### config.mk
export PLATFORM = sky130hd
export DESIGN_NAME = adc_fine_gain_trim_regs
export DESIGN_NICKNAME = d
export VERILOG_FILES = /design/src/core/fine_gain_pkg.sv /design/src/core/adc_fine_gain_trim_regs.sv /design/src/core/trim_store.sv /design/src/core/fuse_loader.sv
export VERILOG_INCLUDE_DIRS = /design/src /design/src/core
export SDC_FILE = /design/constraint.sdc
export NUM_CORES = 1
export LEC_CHECK = 0
export BUFFER_PORTS_ARGS = -buffer_cell sky130_fd_sc_hd__buf_2
export CORE_ASPECT_RATIO = 2
export CORE_MARGIN = 2
export CORE_UTILIZATION = 45
export DETAILED_ROUTE_END_ITERATION = 6
export PLACE_DENSITY = 0.7
export REMOVE_ABC_BUFFERS = 1
export SLEW_MARGIN = 15
export SYNTH_ARGS = -nofsm -noshare
export SYNTH_HDL_FRONTEND = slang
export SYNTH_HIERARCHICAL = 1
export SYNTH_SLANG_ARGS = --single-unit
### constraint.sdc
create_clock -name clk -period 3.1 [get_ports clk]
set_clock_uncertainty 0.2 [all_clocks]
set_input_delay 0.62 -clock clk [delete_from_list [all_inputs] [get_ports clk]]
set_output_delay 0.62 -clock clk [all_outputs]
set_load 0.02 [all_outputs]
### src/core/fine_gain_consts.svh
// constants for the fine gain trim register bank
`ifndef FINE_GAIN_CONSTS_SVH
`define FINE_GAIN_CONSTS_SVH

// ****************************************
// register byte addresses, one register per byte
// ****************************************
`define IDX_FINE_GAIN_ADC0          12'h360
`define IDX_FINE_GAIN_ADC1          12'h361
`define IDX_FINE_GAIN_ADC2_INPUT_A  12'h362
`define IDX_FINE_GAIN_ADC2_INPUT_B  12'h363
`define IDX_FINE_GAIN_ADC3_INPUT_C  12'h364
`define IDX_FINE_GAIN_ADC3_INPUT_D  12'h365
`define IDX_FINE_GAIN_ADC4          12'h366
`define IDX_FINE_GAIN_ADC5          12'h367

// ****************************************
// slots inside the trim store
// ****************************************
`define SLOT_ADC0                   3'h0
`define SLOT_ADC1                   3'h1
`define SLOT_ADC2_A                 3'h2
`define SLOT_ADC2_B                 3'h3
`define SLOT_ADC3_C                 3'h4
`define SLOT_ADC3_D                 3'h5
`define SLOT_ADC4                   3'h6
`define SLOT_ADC5                   3'h7
`define SLOT_LAST                   3'h7

// ****************************************
// fields and reset values
// ****************************************
`define TRIM_CODE_MSB               4
`define TRIM_CODE_LSB               0
`define TRIM_RESERVED_MSB           7
`define TRIM_RESERVED_LSB           5
`define TRIM_CODE_MASK              8'h1F
`define TRIM_RESET                  8'h00
`define READ_UNMAPPED               32'h0000_0000

`endif

### src/core/fine_gain_pkg.sv
// types shared by the fine gain trim register bank
package fine_gain_pkg;

    // ****************************************
    // state machines
    // ****************************************
    typedef enum logic [1:0] {
        BUS_IDLE  = 2'b00,
        BUS_FETCH = 2'b01,
        BUS_ACK   = 2'b10
    } bus_state_t;

    typedef enum logic [1:0] {
        LOAD_REQ  = 2'b00,
        LOAD_WAIT = 2'b01,
        LOAD_DONE = 2'b10
    } load_state_t;

    // ****************************************
    // write port of the trim store
    // ****************************************
    typedef struct packed {
        logic       en;
        logic [2:0] slot;
        logic [7:0] data;
    } store_wr_t;

endpackage

### src/core/adc_fine_gain_trim_regs.sv
// fine gain trim register bank for converter cores 0 to 5, Avalon-MM slave
//
// Local design decision: the Avalon-MM slave port.
`timescale 1ns/1ps
`default_nettype none
`include "fine_gain_consts.svh"

// Operation
// [RULE1] Software writes zero into bits 7:5 of every trim register since they hold no code.
// [RULE2] Each register keeps a read/write 5-bit code in bits 4:0, reset zero, driving its core.
// [RULE3] Core 2 uses its input A register while sampling input A and its input B one otherwise.
// [RULE4] Core 3 uses its input C register while sampling input C and its input D one otherwise.
// [RULE5] Cores 1 to 5 sit at consecutive byte addresses 0x361 to 0x367 in the documented order.
// [RULE6] After reset every register is filled from factory fuse memory before software access.
// [RULE7] Core 0 sits at byte address 0x360, just below core 1.
// [RULE8] A written code reaches its core output right after the write with no commit step.
module adc_fine_gain_trim_regs
    import fine_gain_pkg::*;
(
    input  wire logic        clk,
    input  wire logic        rst_n,
    input  wire logic [11:0] avs_address,
    input  wire logic        avs_read,
    input  wire logic        avs_write,
    input  wire logic [31:0] avs_writedata,
    input  wire logic [3:0]  avs_byteenable,
    output logic      [31:0] avs_readdata,
    output logic             avs_waitrequest,
    output logic             fuse_read,
    output logic      [2:0]  fuse_slot,
    input  wire logic [7:0]  fuse_data,
    input  wire logic        fuse_valid,
    output logic             trim_loaded,
    input  wire logic        core2_sampling_analog_input_b,
    input  wire logic        core3_sampling_analog_input_d,
    output logic      [4:0]  trim_code_core0,
    output logic      [4:0]  trim_code_core1,
    output logic      [4:0]  trim_code_core2,
    output logic      [4:0]  trim_code_core3,
    output logic      [4:0]  trim_code_core4,
    output logic      [4:0]  trim_code_core5
);

    // ****************************************
    // address decode
    // ****************************************

    // {hit, slot}; each register owns one byte address, data rides on lane 0
    function automatic logic [3:0] decode(input logic [11:0] addr);
        logic [3:0] res;
        res = 4'h0;
        begin
            case (addr)
                `IDX_FINE_GAIN_ADC0:         res = {1'b1, `SLOT_ADC0};   // RULE7
                `IDX_FINE_GAIN_ADC1:         res = {1'b1, `SLOT_ADC1};   // RULE5
                `IDX_FINE_GAIN_ADC2_INPUT_A: res = {1'b1, `SLOT_ADC2_A}; // RULE5
                `IDX_FINE_GAIN_ADC2_INPUT_B: res = {1'b1, `SLOT_ADC2_B}; // RULE5
                `IDX_FINE_GAIN_ADC3_INPUT_C: res = {1'b1, `SLOT_ADC3_C}; // RULE5
                `IDX_FINE_GAIN_ADC3_INPUT_D: res = {1'b1, `SLOT_ADC3_D}; // RULE5
                `IDX_FINE_GAIN_ADC4:         res = {1'b1, `SLOT_ADC4};   // RULE5
                `IDX_FINE_GAIN_ADC5:         res = {1'b1, `SLOT_ADC5};   // RULE5
                default:                     res = 4'h0;
            endcase
        end
        return res;
    endfunction

    // ****************************************
    // submodules
    // ****************************************

    store_wr_t   load_wr;
    store_wr_t   bus_wr;
    store_wr_t   store_wr;
    logic [7:0]  store_rd_data;
    logic [63:0] store_contents;
    logic [3:0]  hit_slot;

    assign hit_slot = decode(avs_address);

    fuse_loader u_fuse_loader (
        .clk        (clk),
        .rst_n      (rst_n),
        .fuse_read  (fuse_read),
        .fuse_slot  (fuse_slot),
        .fuse_data  (fuse_data),
        .fuse_valid (fuse_valid),
        .wr         (load_wr),
        .loaded     (trim_loaded)
    );

    // the bus is held off until loading ends, so the two writers never collide
    assign store_wr = trim_loaded ? bus_wr : load_wr; // RULE6

    trim_store u_trim_store (
        .clk      (clk),
        .rst_n    (rst_n),
        .wr       (store_wr),
        .rd_slot  (hit_slot[2:0]),
        .rd_data  (store_rd_data),
        .contents (store_contents)
    );

    // ****************************************
    // Avalon-MM slave
    // ****************************************

    bus_state_t  bus_state;
    bus_state_t  next_bus_state;
    logic [31:0] next_avs_readdata;
    logic        next_avs_waitrequest;

    // write lands at the edge where the master sees waitrequest low
    always_comb begin
        bus_wr      = '0;
        bus_wr.slot = hit_slot[2:0];
        // whole byte stored; reserved bits stay writable and read back
        bus_wr.data = avs_writedata[7:0]; // RULE2
        if (bus_state == BUS_ACK && avs_write && hit_slot[3] && avs_byteenable[0]) begin
            bus_wr.en = 1'b1; // RULE2
        end
    end

    always_comb begin
        next_bus_state       = bus_state;
        next_avs_readdata    = avs_readdata;
        next_avs_waitrequest = 1'b1;
        case (bus_state)
            BUS_IDLE: begin
                if (trim_loaded && (avs_read || avs_write)) begin // RULE6
                    next_bus_state = BUS_FETCH;
                end
            end
            BUS_FETCH: begin
                // store read data became valid at this edge
                next_avs_readdata = `READ_UNMAPPED;
                if (avs_read && hit_slot[3]) begin
                    next_avs_readdata = {24'h00_0000, store_rd_data};
                end
                next_avs_waitrequest = 1'b0;
                next_bus_state       = BUS_ACK;
            end
            BUS_ACK: begin
                next_bus_state = BUS_IDLE;
            end
            default: begin
                next_bus_state = BUS_IDLE;
            end
        endcase
    end

    always_ff @(posedge clk or negedge rst_n) begin
        if (!rst_n) begin
            bus_state       <= BUS_IDLE;
            avs_readdata    <= `READ_UNMAPPED;
            avs_waitrequest <= 1'b1;
        end else begin
            bus_state       <= next_bus_state;
            avs_readdata    <= next_avs_readdata;
            avs_waitrequest <= next_avs_waitrequest;
        end
    end

    // ****************************************
    // trim codes toward the converter cores
    // ****************************************

    function automatic logic [4:0] code_of(input logic [63:0] c, input logic [2:0] slot);
        logic [7:0] b;
        b = c[slot*8 +: 8];
        return b[`TRIM_CODE_MSB:`TRIM_CODE_LSB];
    endfunction

    logic [4:0] next_code0;
    logic [4:0] next_code1;
    logic [4:0] next_code2;
    logic [4:0] next_code3;
    logic [4:0] next_code4;
    logic [4:0] next_code5;

    // follows the store every cycle, so a write shows one edge later
    always_comb begin
        next_code0 = code_of(store_contents, `SLOT_ADC0); // RULE8
        next_code1 = code_of(store_contents, `SLOT_ADC1);
        next_code2 = core2_sampling_analog_input_b ?
                     code_of(store_contents, `SLOT_ADC2_B) :
                     code_of(store_contents, `SLOT_ADC2_A); // RULE3
        next_code3 = core3_sampling_analog_input_d ?
                     code_of(store_contents, `SLOT_ADC3_D) :
                     code_of(store_contents, `SLOT_ADC3_C); // RULE4
        next_code4 = code_of(store_contents, `SLOT_ADC4);
        next_code5 = code_of(store_contents, `SLOT_ADC5);
    end

    always_ff @(posedge clk or negedge rst_n) begin
        if (!rst_n) begin
            trim_code_core0 <= 5'h00;
            trim_code_core1 <= 5'h00;
            trim_code_core2 <= 5'h00;
            trim_code_core3 <= 5'h00;
            trim_code_core4 <= 5'h00;
            trim_code_core5 <= 5'h00;
        end else begin
            trim_code_core0 <= next_code0;
            trim_code_core1 <= next_code1;
            trim_code_core2 <= next_code2;
            trim_code_core3 <= next_code3;
            trim_code_core4 <= next_code4;
            trim_code_core5 <= next_code5;
        end
    end

endmodule // adc_fine_gain_trim_regs

`default_nettype wire

### src/core/trim_store.sv
// eight-byte trim store with registered read port and parallel contents
`timescale 1ns/1ps
`default_nettype none
`include "fine_gain_consts.svh"

module trim_store
    import fine_gain_pkg::*;
(
    input  wire logic        clk,
    input  wire logic        rst_n,
    input  wire store_wr_t   wr,
    input  wire logic [2:0]  rd_slot,
    output logic      [7:0]  rd_data,
    output logic      [63:0] contents
);

    logic [7:0] mem      [8];
    logic [7:0] next_mem [8];
    logic [7:0] next_rd_data;

    always_comb begin
        for (int i = 0; i < 8; i++) begin
            next_mem[i] = mem[i];
        end
        if (wr.en) begin
            next_mem[wr.slot] = wr.data;
        end
        next_rd_data = mem[rd_slot];
    end

    always_ff @(posedge clk or negedge rst_n) begin
        if (!rst_n) begin
            for (int i = 0; i < 8; i++) begin
                mem[i] <= `TRIM_RESET;
            end
            rd_data <= `TRIM_RESET;
        end else begin
            for (int i = 0; i < 8; i++) begin
                mem[i] <= next_mem[i];
            end
            rd_data <= next_rd_data;
        end
    end

    always_comb begin
        for (int i = 0; i < 8; i++) begin
            contents[i*8 +: 8] = mem[i];
        end
    end

endmodule // trim_store

`default_nettype wire

### src/core/fuse_loader.sv
// copies factory fuse defaults into the trim store after reset
`timescale 1ns/1ps
`default_nettype none
`include "fine_gain_consts.svh"

module fuse_loader
    import fine_gain_pkg::*;
(
    input  wire logic       clk,
    input  wire logic       rst_n,
    output logic            fuse_read,
    output logic      [2:0] fuse_slot,
    input  wire logic [7:0] fuse_data,
    input  wire logic       fuse_valid,
    output store_wr_t       wr,
    output logic            loaded
);

    load_state_t state;
    load_state_t next_state;
    logic        next_fuse_read;
    logic [2:0]  next_fuse_slot;
    store_wr_t   next_wr;
    logic        next_loaded;

    always_comb begin
        next_state     = state;
        next_fuse_read = fuse_read;
        next_fuse_slot = fuse_slot;
        next_loaded    = loaded;
        next_wr        = '0;
        case (state)
            LOAD_REQ: begin
                next_fuse_read = 1'b1;
                next_state     = LOAD_WAIT;
            end
            LOAD_WAIT: begin
                if (fuse_valid) begin
                    next_fuse_read = 1'b0;
                    next_wr.en     = 1'b1;
                    next_wr.slot   = fuse_slot;
                    // reserved bits keep their reset value whatever the fuse holds
                    next_wr.data   = fuse_data & `TRIM_CODE_MASK;
                    // loaded rises one edge later so the last byte still reaches the store
                    if (fuse_slot == `SLOT_LAST) begin
                        next_state  = LOAD_DONE;
                    end else begin
                        next_fuse_slot = fuse_slot + 3'h1;
                        next_state     = LOAD_REQ;
                    end
                end
            end
            LOAD_DONE: begin
                next_loaded = 1'b1;
            end
            default: begin
                next_state = LOAD_DONE;
            end
        endcase
    end

    always_ff @(posedge clk or negedge rst_n) begin
        if (!rst_n) begin
            state     <= LOAD_REQ;
            fuse_read <= 1'b0;
            fuse_slot <= 3'h0;
            wr        <= '0;
            loaded    <= 1'b0;
        end else begin
            state     <= next_state;
            fuse_read <= next_fuse_read;
            fuse_slot <= next_fuse_slot;
            wr        <= next_wr;
            loaded    <= next_loaded;
        end
    end

endmodule // fuse_loader

`default_nettype wire

==> results.txt, run 1 <==
- The flow ran to the end, and the final reports show no timing, DRC or antenna violations.
- The count of nets left with antenna violations once routing finished came out at 0.
* Fill cells: around 1000
- Synthesis produced 360 cells.
* Count of standard-cell rows: 57
- Sort of element at the start of the critical path: input port
- PortBufs: 76
- Proportion of register bits with asynchronous set or reset after synthesis: 100%
- Part of the power in the clock network: 39.9%
- Mapped Area: 5580 um^2
- Die span in x: just over 80 um
* Setup Total Neg Slack: 0 ps
* Share of synthesized area occupied by flip-flops and latches: 57.9%
- The critical path contains buffers and inverters numbering 2 combined.
- CTS Buffer Depth: 2
* Yosys cell types: 44
- For the worst setup path, the data arrival time is 2670 ps.
- Class of the worst hold path: in2async
* Internal power consumption: 3.84 mW
- The worst-case IR drop observed on VDD is 0.000486 V.
- Proportion of total power due to net switching: a little over a quarter
* Drt wl/cell: roughly 18 um
* GRT overflow: 0
* Leakage: about 3.4 nW
- Summing all flip-flop and latch instances after layout gives roughly 3200 um^2.
- Final count of negative-setup-slack endpoints: 0
* CP max stage cell: sky130_fd_sc_hd__nand4b_1
- For this run, the number of Yosys warnings is 6.
- Maximum number of pins on one net before global-route repair: 63
* Critical path fanouts, max: 11
- Seq pwr share: 43.1%
- Total non-filler cell area in the finished layout: 6650 um^2
* Biggest area consumer among synthesized cells: sky130_fd_sc_hd__dfrtp_1
- Summed over all nets, the half-perimeter wirelength after detailed placement is ~8000 um.
* Area used by multi-input combinational logic: around 2100 um^2
- CTS Hold Buffers Added: 0
- Broken down by cell family, the worst path's largest delay share belongs to simple AND/OR/NAND/NOR gates.
- The first global-routing pass estimated 18000 um of wire.
* Nature of the critical path endpoint: flip-flop
- Setup repair after global routing left no endpoint under its margin.
* Overall via count from detail_route: 3192
* Share of cells above drive strength 1: 48.1%
* Worst-margin pin slew: 850 ps
- Power spread over the standard cell area amounts to approximately 780 nW/um^2.
- Inserted Clock Buffers: 17
* P_sw: between 1 and 1.5 mW
- Top cells by instance count after synthesis: sky130_fd_sc_hd__dfrtp_1 (128), sky130_fd_sc_hd__mux2_2 (88), sky130_fd_sc_hd__buf_4 (28), sky130_fd_sc_hd__mux4_1 (15)
- Via count normalized by instance count: 5.24
* Placed inst area: roughly 6000 um^2
* Cell with the most instances after synthesis: sky130_fd_sc_hd__dfrtp_1
* Via count of the first global-routing pass: about 3500
- Crit-path cells: buf_2 -> and4b_1 -> nand2_2 -> o22ai_1 -> buf_4 -> nand4b_1 -> mux2_2
- For this configuration, the core starts out at a cell density of 46.0%.
- Post-cts sizing count: 0
* Antenna diode count: 0
- The routed design has 11200 um of wire.
- After clock tree synthesis, the clock-pin slew on the worst setup and hold paths is approximately 50 ps.
- Final Cycle Share: around 83%
- The number of setup buffers added after CTS is 0.
* Critical setup path kind: in2reg
* FF+latch count, synth: 129
- Clock Latency Late Sink: 410 ps
- Averaged over all synthesized cells, the footprint is 15.5 um^2.
* Slowest stage delay, CP: 470 ps
- Routability-driven placement finished with a final weighted congestion of 0.715.
- Number of pins exceeding their max-slew limit in the final report: 0
- The die covers 13400 um^2.
- Derived from the worst setup path, the maximum achievable clock frequency is 388 MHz.
* Drt drc: 0
- TritonCTS built the clock tree.
- Of the total power, combinational logic draws 17.0%.
* Final Hold Violating Endpoints: 0
* Minimum clock period: approximately 2600 ps
- Setup slack after layout: 524 ps
* Number of optimization iterations in the first detailed-route pass: 4
- Clock root buffer: sky130_fd_sc_hd__clkbuf_16
* Max-slew headroom: 43.2%
- Clock sink count: roughly 130
* Final net count: 514
- H-tree Lvls: 4
* Top cell type's share of synthesized area: around 57%
* Synth-to-layout area growth: 19.2%
* Count of flip-flops with a built-in enable after synthesis: 0
- STA puts the critical path data required time at 3190 ps.
- Once layout is complete, the utilization of the core stands at a little over half.
- Flop2flop setup slack: ~740 ps
- Cell types occupying the most area after synthesis: sky130_fd_sc_hd__dfrtp_1 (57%), sky130_fd_sc_hd__mux2_2 (18%), sky130_fd_sc_hd__mux4_1 (7.1%)
* Overall die height: 161 um
- OpenSTA, run right after detailed placement, puts the worst setup slack at roughly 75 ps.
* Initial antenna violation count: 0
- Count of maximum capacitance violations: 0
- Prevailing post-synth register cell: sky130_fd_sc_hd__dfrtp_1
- Across every metal layer, demand over resource in global routing totals 18.8%.
- In this run the standard cell core region covers 12100 um^2.
- The detailed router finished its first iteration with 164 violations.
- IO Count: around 130
==> stage by stage <==
stage | hold WS [ps] | total power, mW | instances
after floorplan | 124 | 2.82 | 339
after global placement | 178 | 3.11 | 577
after detailed placement | 187 | 3.16 | 577
after CTS | 12.5 | 5.26 | 609
after global routing | 41.2 | 5.46 | 609
final | 10.9 | 5.20 | 609
==> flip-flops by register name, summed over array words and instances, names as in the netlist <==
name and count:
trim_code_core1 5, trim_code_core5 5, u_fuse_loader/fuse_read 1, bus_state 2, trim_code_core3 5, avs_waitrequest 1, trim_code_core2 5, u_trim_store/rd_data 8
u_fuse_loader/fuse_slot 3, trim_code_core4 5, u_fuse_loader/loaded 1, u_fuse_loader/state 2, avs_readdata 8, u_trim_store/contents 64, u_fuse_loader/wr 9, trim_code_core0 5
==> power by group through the flow <==
| stage | logic [mW] | registers, mW | clock network (mW) |
|---|---|---|---|
| floorplan | 0.468 | 2.35 | 0 |
| global placement | 0.866 | 2.24 | 0 |
| detailed placement | 0.892 | 2.27 | 0 |
| CTS | 0.899 | 2.24 | 2.12 |
| global route | 0.955 | 2.29 | 2.21 |
| finish | 0.881 | 2.24 | 2.08 |
==> cell families after synthesis <==
group | after synthesis | synth area share (%)
other cells | 2 | 0.135
fa+ha+maj | 2 | 0.448
compound gates | 16 | 1.97
mux | 108 | 26.2
buf+inv | 51 | 6.77
simple gates | 51 | 6.48
flops | 129 | 57.9
xor+xnor | 1 | 0.157
==> worst register-to-register path, stage by stage (launching register included) <==
cell and delay (ps):
sky130_fd_sc_hd__dfrtp_1 490, sky130_fd_sc_hd__nand3_1 120, sky130_fd_sc_hd__o22ai_1 300, sky130_fd_sc_hd__buf_4 210
sky130_fd_sc_hd__nand4b_1 470, sky130_fd_sc_hd__mux2_2 460
==> placed cells by master, fill, tap and decap left out, drive strengths merged, types with 2 or more instances in the layout <==
master / count
and4b: 2
o21ai: 8
mux2: 92
o22ai: 3
ha: 2
nand3: 3
and3: 3
inv: 6
conb: 27
nand4b: 3
dfrtp: 128
buf: 91
mux4: 16
nand4: 9
nor4bb: 3
clkbuf: 19
and2: 9
bufinv: 4
clkinv: 6
nor2b: 2
nor2: 2
nor4b: 2
nand2: 9
clkinvlp: 2
==> routing by layer <==
layer / vias to the layer above / global-route usage, % / wire length [um]
met2: 104 / 33.6 / 6490
met3: 18 / 3.97 / 469
met4: 0 / 8.49 / 295
met1: 1630 / 20.5 / 3990
met5: - / 0 / 0
li1: 1440 / - / -
==> cell type report <==
class	count	area share (%)
Clock buffer	19	6.66
Clock inverter	13	2.78
Inverter	5	0.357
Multi-Input combinational cell	205	31.1
Sequential cell	129	48.5
Tap cell	147	2.76
Timing Repair Buffer	91	7.82
==> final timing paths <==
| check | from | to | cells after the start |
|---|---|---|---|
| max | avs_address[7] | u_trim_store/contents[28] | 7 |
| min reg2reg | u_trim_store/contents[11] | trim_code_core1[3] | 0 |
| min | rst_n | u_fuse_loader/wr[0] | 1 |
| max reg2reg | u_fuse_loader/loaded | u_trim_store/contents[28] | 5 |
| min in group clk | u_trim_store/contents[11] | trim_code_core1[3] | 0 |
| max in group asynchronous | rst_n | avs_waitrequest | 2 |
Power figures use the tool's default switching activity.
==> run 2: changes to the inputs <==
Settings changed: PLACE_DENSITY 0.7 to 0.72.
Clock period 3.1 ns to 2.2 ns, I/O delays scaled along.
==> run 2 against run 1 <==
  * First-iteration DRC count rose by 37%
  * Combinational power rose by 45%
  * Sequential power rose by 42%
  * Sequential share of layout area fell by 1.1 points
  * Core utilization rose by 1.3 points
  * Cell count rose by 2.6%
  * Die area did not move
  * Cell area rose by 2.4%
  * Register-to-register slack got worse by 700 ps
  * Critical endpoint is now u_trim_store/contents[37]
  * Highest routed layer unchanged
==> results.txt, run 2 (synthesis gave the netlist of run 1 again) <==
* Part of the power in the clock network: a little under two fifths
- Number of optimization iterations in the first detailed-route pass: 4
- Worst-margin pin slew: 574 ps
- The tree is rooted in a sky130_fd_sc_hd__clkbuf_16.
- Post-CTS Repair Setup Buffers: 0
- Detailed-placement wirelength estimate: between 8000 and 9000 um
- Internal power consumption: roughly 5.1 mW
- Placeable core region: 12100 um^2
* Global-route total usage across every layer: 19.5%
* Synth-to-layout area growth: 22.1%
* Nature of the critical path endpoint: flip-flop
* Leakage: 3.42 nW
* Highest-count cells in the layout ignoring fill and taps: sky130_fd_sc_hd__dfrtp_1 (127), sky130_fd_sc_hd__mux2_2 (88), sky130_fd_sc_hd__buf_2 (75)
* Antenna diode count: 0
- TritonCTS built the clock tree.
- VDD sags by at most between 0.0006 and 0.0007 V.
- Inserted Clock Buffers: 17
* Critical setup path kind: reg2reg
- The run finished with clean final reports.
- Final Wtd Congestion: 0.809
* Remaining antenna violation count after routing: 0
* Overall die height: 161 um
- DRT Wirelength: between 10000 and 15000 um
- Dividing the detail-routed via count by the number of cells gives between 5 and 6.
* Launching point of the worst reg2reg path: bus_state[0]
* Maximum number of pins on one net before global-route repair: 45
- The later pin in the worst-skew pair is clocked with a latency of 410 ps.
- Instance count along the most critical hold path: 2
- The clock net in this run drives a total of 129 sinks.
- The number of failing hold endpoints at the final stage is 0.
* Setup slack after layout: 43.3 ps
* Critical path fanouts, max: 8
- Total power per unit cell area: 1040 nW/um^2
* Total die area: 13400 um^2
* H-tree Lvls: 4
- After detailed routing, the number of remaining DRC violations is 0.
- In the final routed layout, each cell accounts on average for 18.8 um.
* Clock-pin slew of the registers on the worst-case setup and hold paths: roughly 60 ps
- STA puts the critical path data required time at between 2000 and 2500 ps.
* Data arrival, critical path: around 2200 ps
- In this run the tightest slew margin relative to its limit is ~60%.
- In this run switching power makes up 27.7% of total power.
- CTS Buffer Depth: 2
- Global routing finished with a remaining overflow of 0.
- R2r worst-path depth: 5
- Most frequent standard cell in the layout excluding fill and tap cells: sky130_fd_sc_hd__dfrtp_1
- The detailed router placed 3306 vias in this run.
* Minimum clock period: approximately 2200 ps
- The first global-routing pass estimated 18700 um of wire.
* Setup repair after global routing missed its margin: false
* Number of pins exceeding their max-slew limit in the final report: 0
* Worst setup slack after placement: -494 ps
- Final count of negative-setup-slack endpoints: 0
* Count of maximum capacitance violations: 0
- The number of global-route vias before repair was 3676.
- The min-delay analysis places its worst path in the category in2reg.
- P_sw: about 2.0 mW
- Min-delay src: fuse_data[4]
- Combinational logic is responsible for 18.1% of the overall power.
* Worst reg2reg endpoint: u_trim_store/contents[37]
- Sort of element at the start of the critical path: flip-flop
- At the end of the flow, the number of nets in the layout was 530.
* Count of standard-cell rows: 57
- Die span in x: 82.7 um
* Number of flip-flops under the largest register name: 64
* Starting density of the core: a little under half
- Seq pwr share: 45.0%
- Initial antenna violation count: 0
- For this run, the top clock speed supported by timing is roughly 460 MHz.
- Hold worst-path end: u_fuse_loader/wr[4]
- The worst register-to-register path has a setup slack of 40 ps.
* Share of cells above drive strength 1: 51.9%
* Final Cycle Share: 98.0%
* IO Count: 131
* Final Core Density: 56.2%
* PortBufs: 76
* Number of design-rule violations left by the first detailed-router iteration: 224
[run 2: cell count changes in the layout (fill, tap and decap cells not counted), moves of 2 or more]
cell | previous run | this run
sky130_fd_sc_hd__buf_4 | 14 | 22
sky130_fd_sc_hd__nor4bb_2 | 0 | 2
sky130_fd_sc_hd__clkinvlp_4 | 2 | 5
sky130_fd_sc_hd__mux4_1 | 15 | 11
sky130_fd_sc_hd__mux4_2 | 1 | 5
sky130_fd_sc_hd__nor4bb_1 | 3 | 1
sky130_fd_sc_hd__bufinv_16 | 4 | 1
sky130_fd_sc_hd__buf_12 | 2 | 9
[run 2: routing by layer]
layer  track usage [%]  share of wire, %  up-vias
met2              35.9                58       98
met3              4.53               3.5       22
li1                  -                 -     1460
met4              9.84               3.3        0
met5                 0                 0        -
met1              19.3                35     1726
[run 2: worst max-delay path, cell delays in order (launching register included)]
cell                       delay (ps)
sky130_fd_sc_hd__dfrtp_1          390
sky130_fd_sc_hd__and4b_1          280
sky130_fd_sc_hd__a41o_4           260
sky130_fd_sc_hd__nor4bb_2         320
sky130_fd_sc_hd__buf_4            250
sky130_fd_sc_hd__mux2_2           350
[run 2: worst max path at each step]
stage,slack [ps],to,start
global placement,-450,u_trim_store/rd_data[4],avs_address[7]
CTS,30,u_trim_store/rd_data[2],avs_address[7]
global route,5,u_trim_store/contents[36],bus_state[0]
finish,40,u_trim_store/contents[37],bus_state[0]
detailed placement,-490,u_trim_store/rd_data[3],avs_address[7]
floorplan,-910,u_trim_store/contents[10],avs_address[3]
[run 2: what timing repair did]
| item | CTS | global route |
|---|---|---|
| endpoints found under the setup margin | 12 | 23 |
| endpoints found under the hold margin | 36 | 0 |
| gates resized for setup | 7 | 4 |
| hold buffers | 1 | 0 |
| gates cloned | 0 | 0 |
| pin swaps | 1 | 0 |
[run 2: power groups by stage]
stage          Combinational [mW]  Sequential, mW  Clock [mW]
2_1_floorplan               0.660            3.31           0
3_3_place_gp                 1.24            3.19           0
5_1_grt                      1.39            3.25        2.77
6_report                     1.28            3.19        2.62
3_5_place_dp                 1.28            3.22           0
4_1_cts                      1.30            3.19        2.66
[run 2: layout make-up]
type                    instances  area [um^2]
clock buffers                  19          453
clock inverters                13          114
fillers                       985         5310
inverters                       5         23.8
multi-input cells             205         2080
flip-flops and latches        129         3230
well taps                     147          184
repair buffers                107          731
[run 2: through the flow]
stage | hold WS, ps | cell area [um^2] | total power [mW] | cells | TNS, ps
after floorplan | -55.6 | 5320 | 3.97 | 339 | -34220
after global placement | 181 | 6220 | 4.43 | 592 | -17940
after detailed placement | 188 | 6220 | 4.50 | 592 | -19830
after CTS | 20.3 | 6800 | 7.15 | 625 | 0
after global routing | 27.7 | 6820 | 7.41 | 625 | 0
final | 34.5 | 6820 | 7.08 | 625 | 0
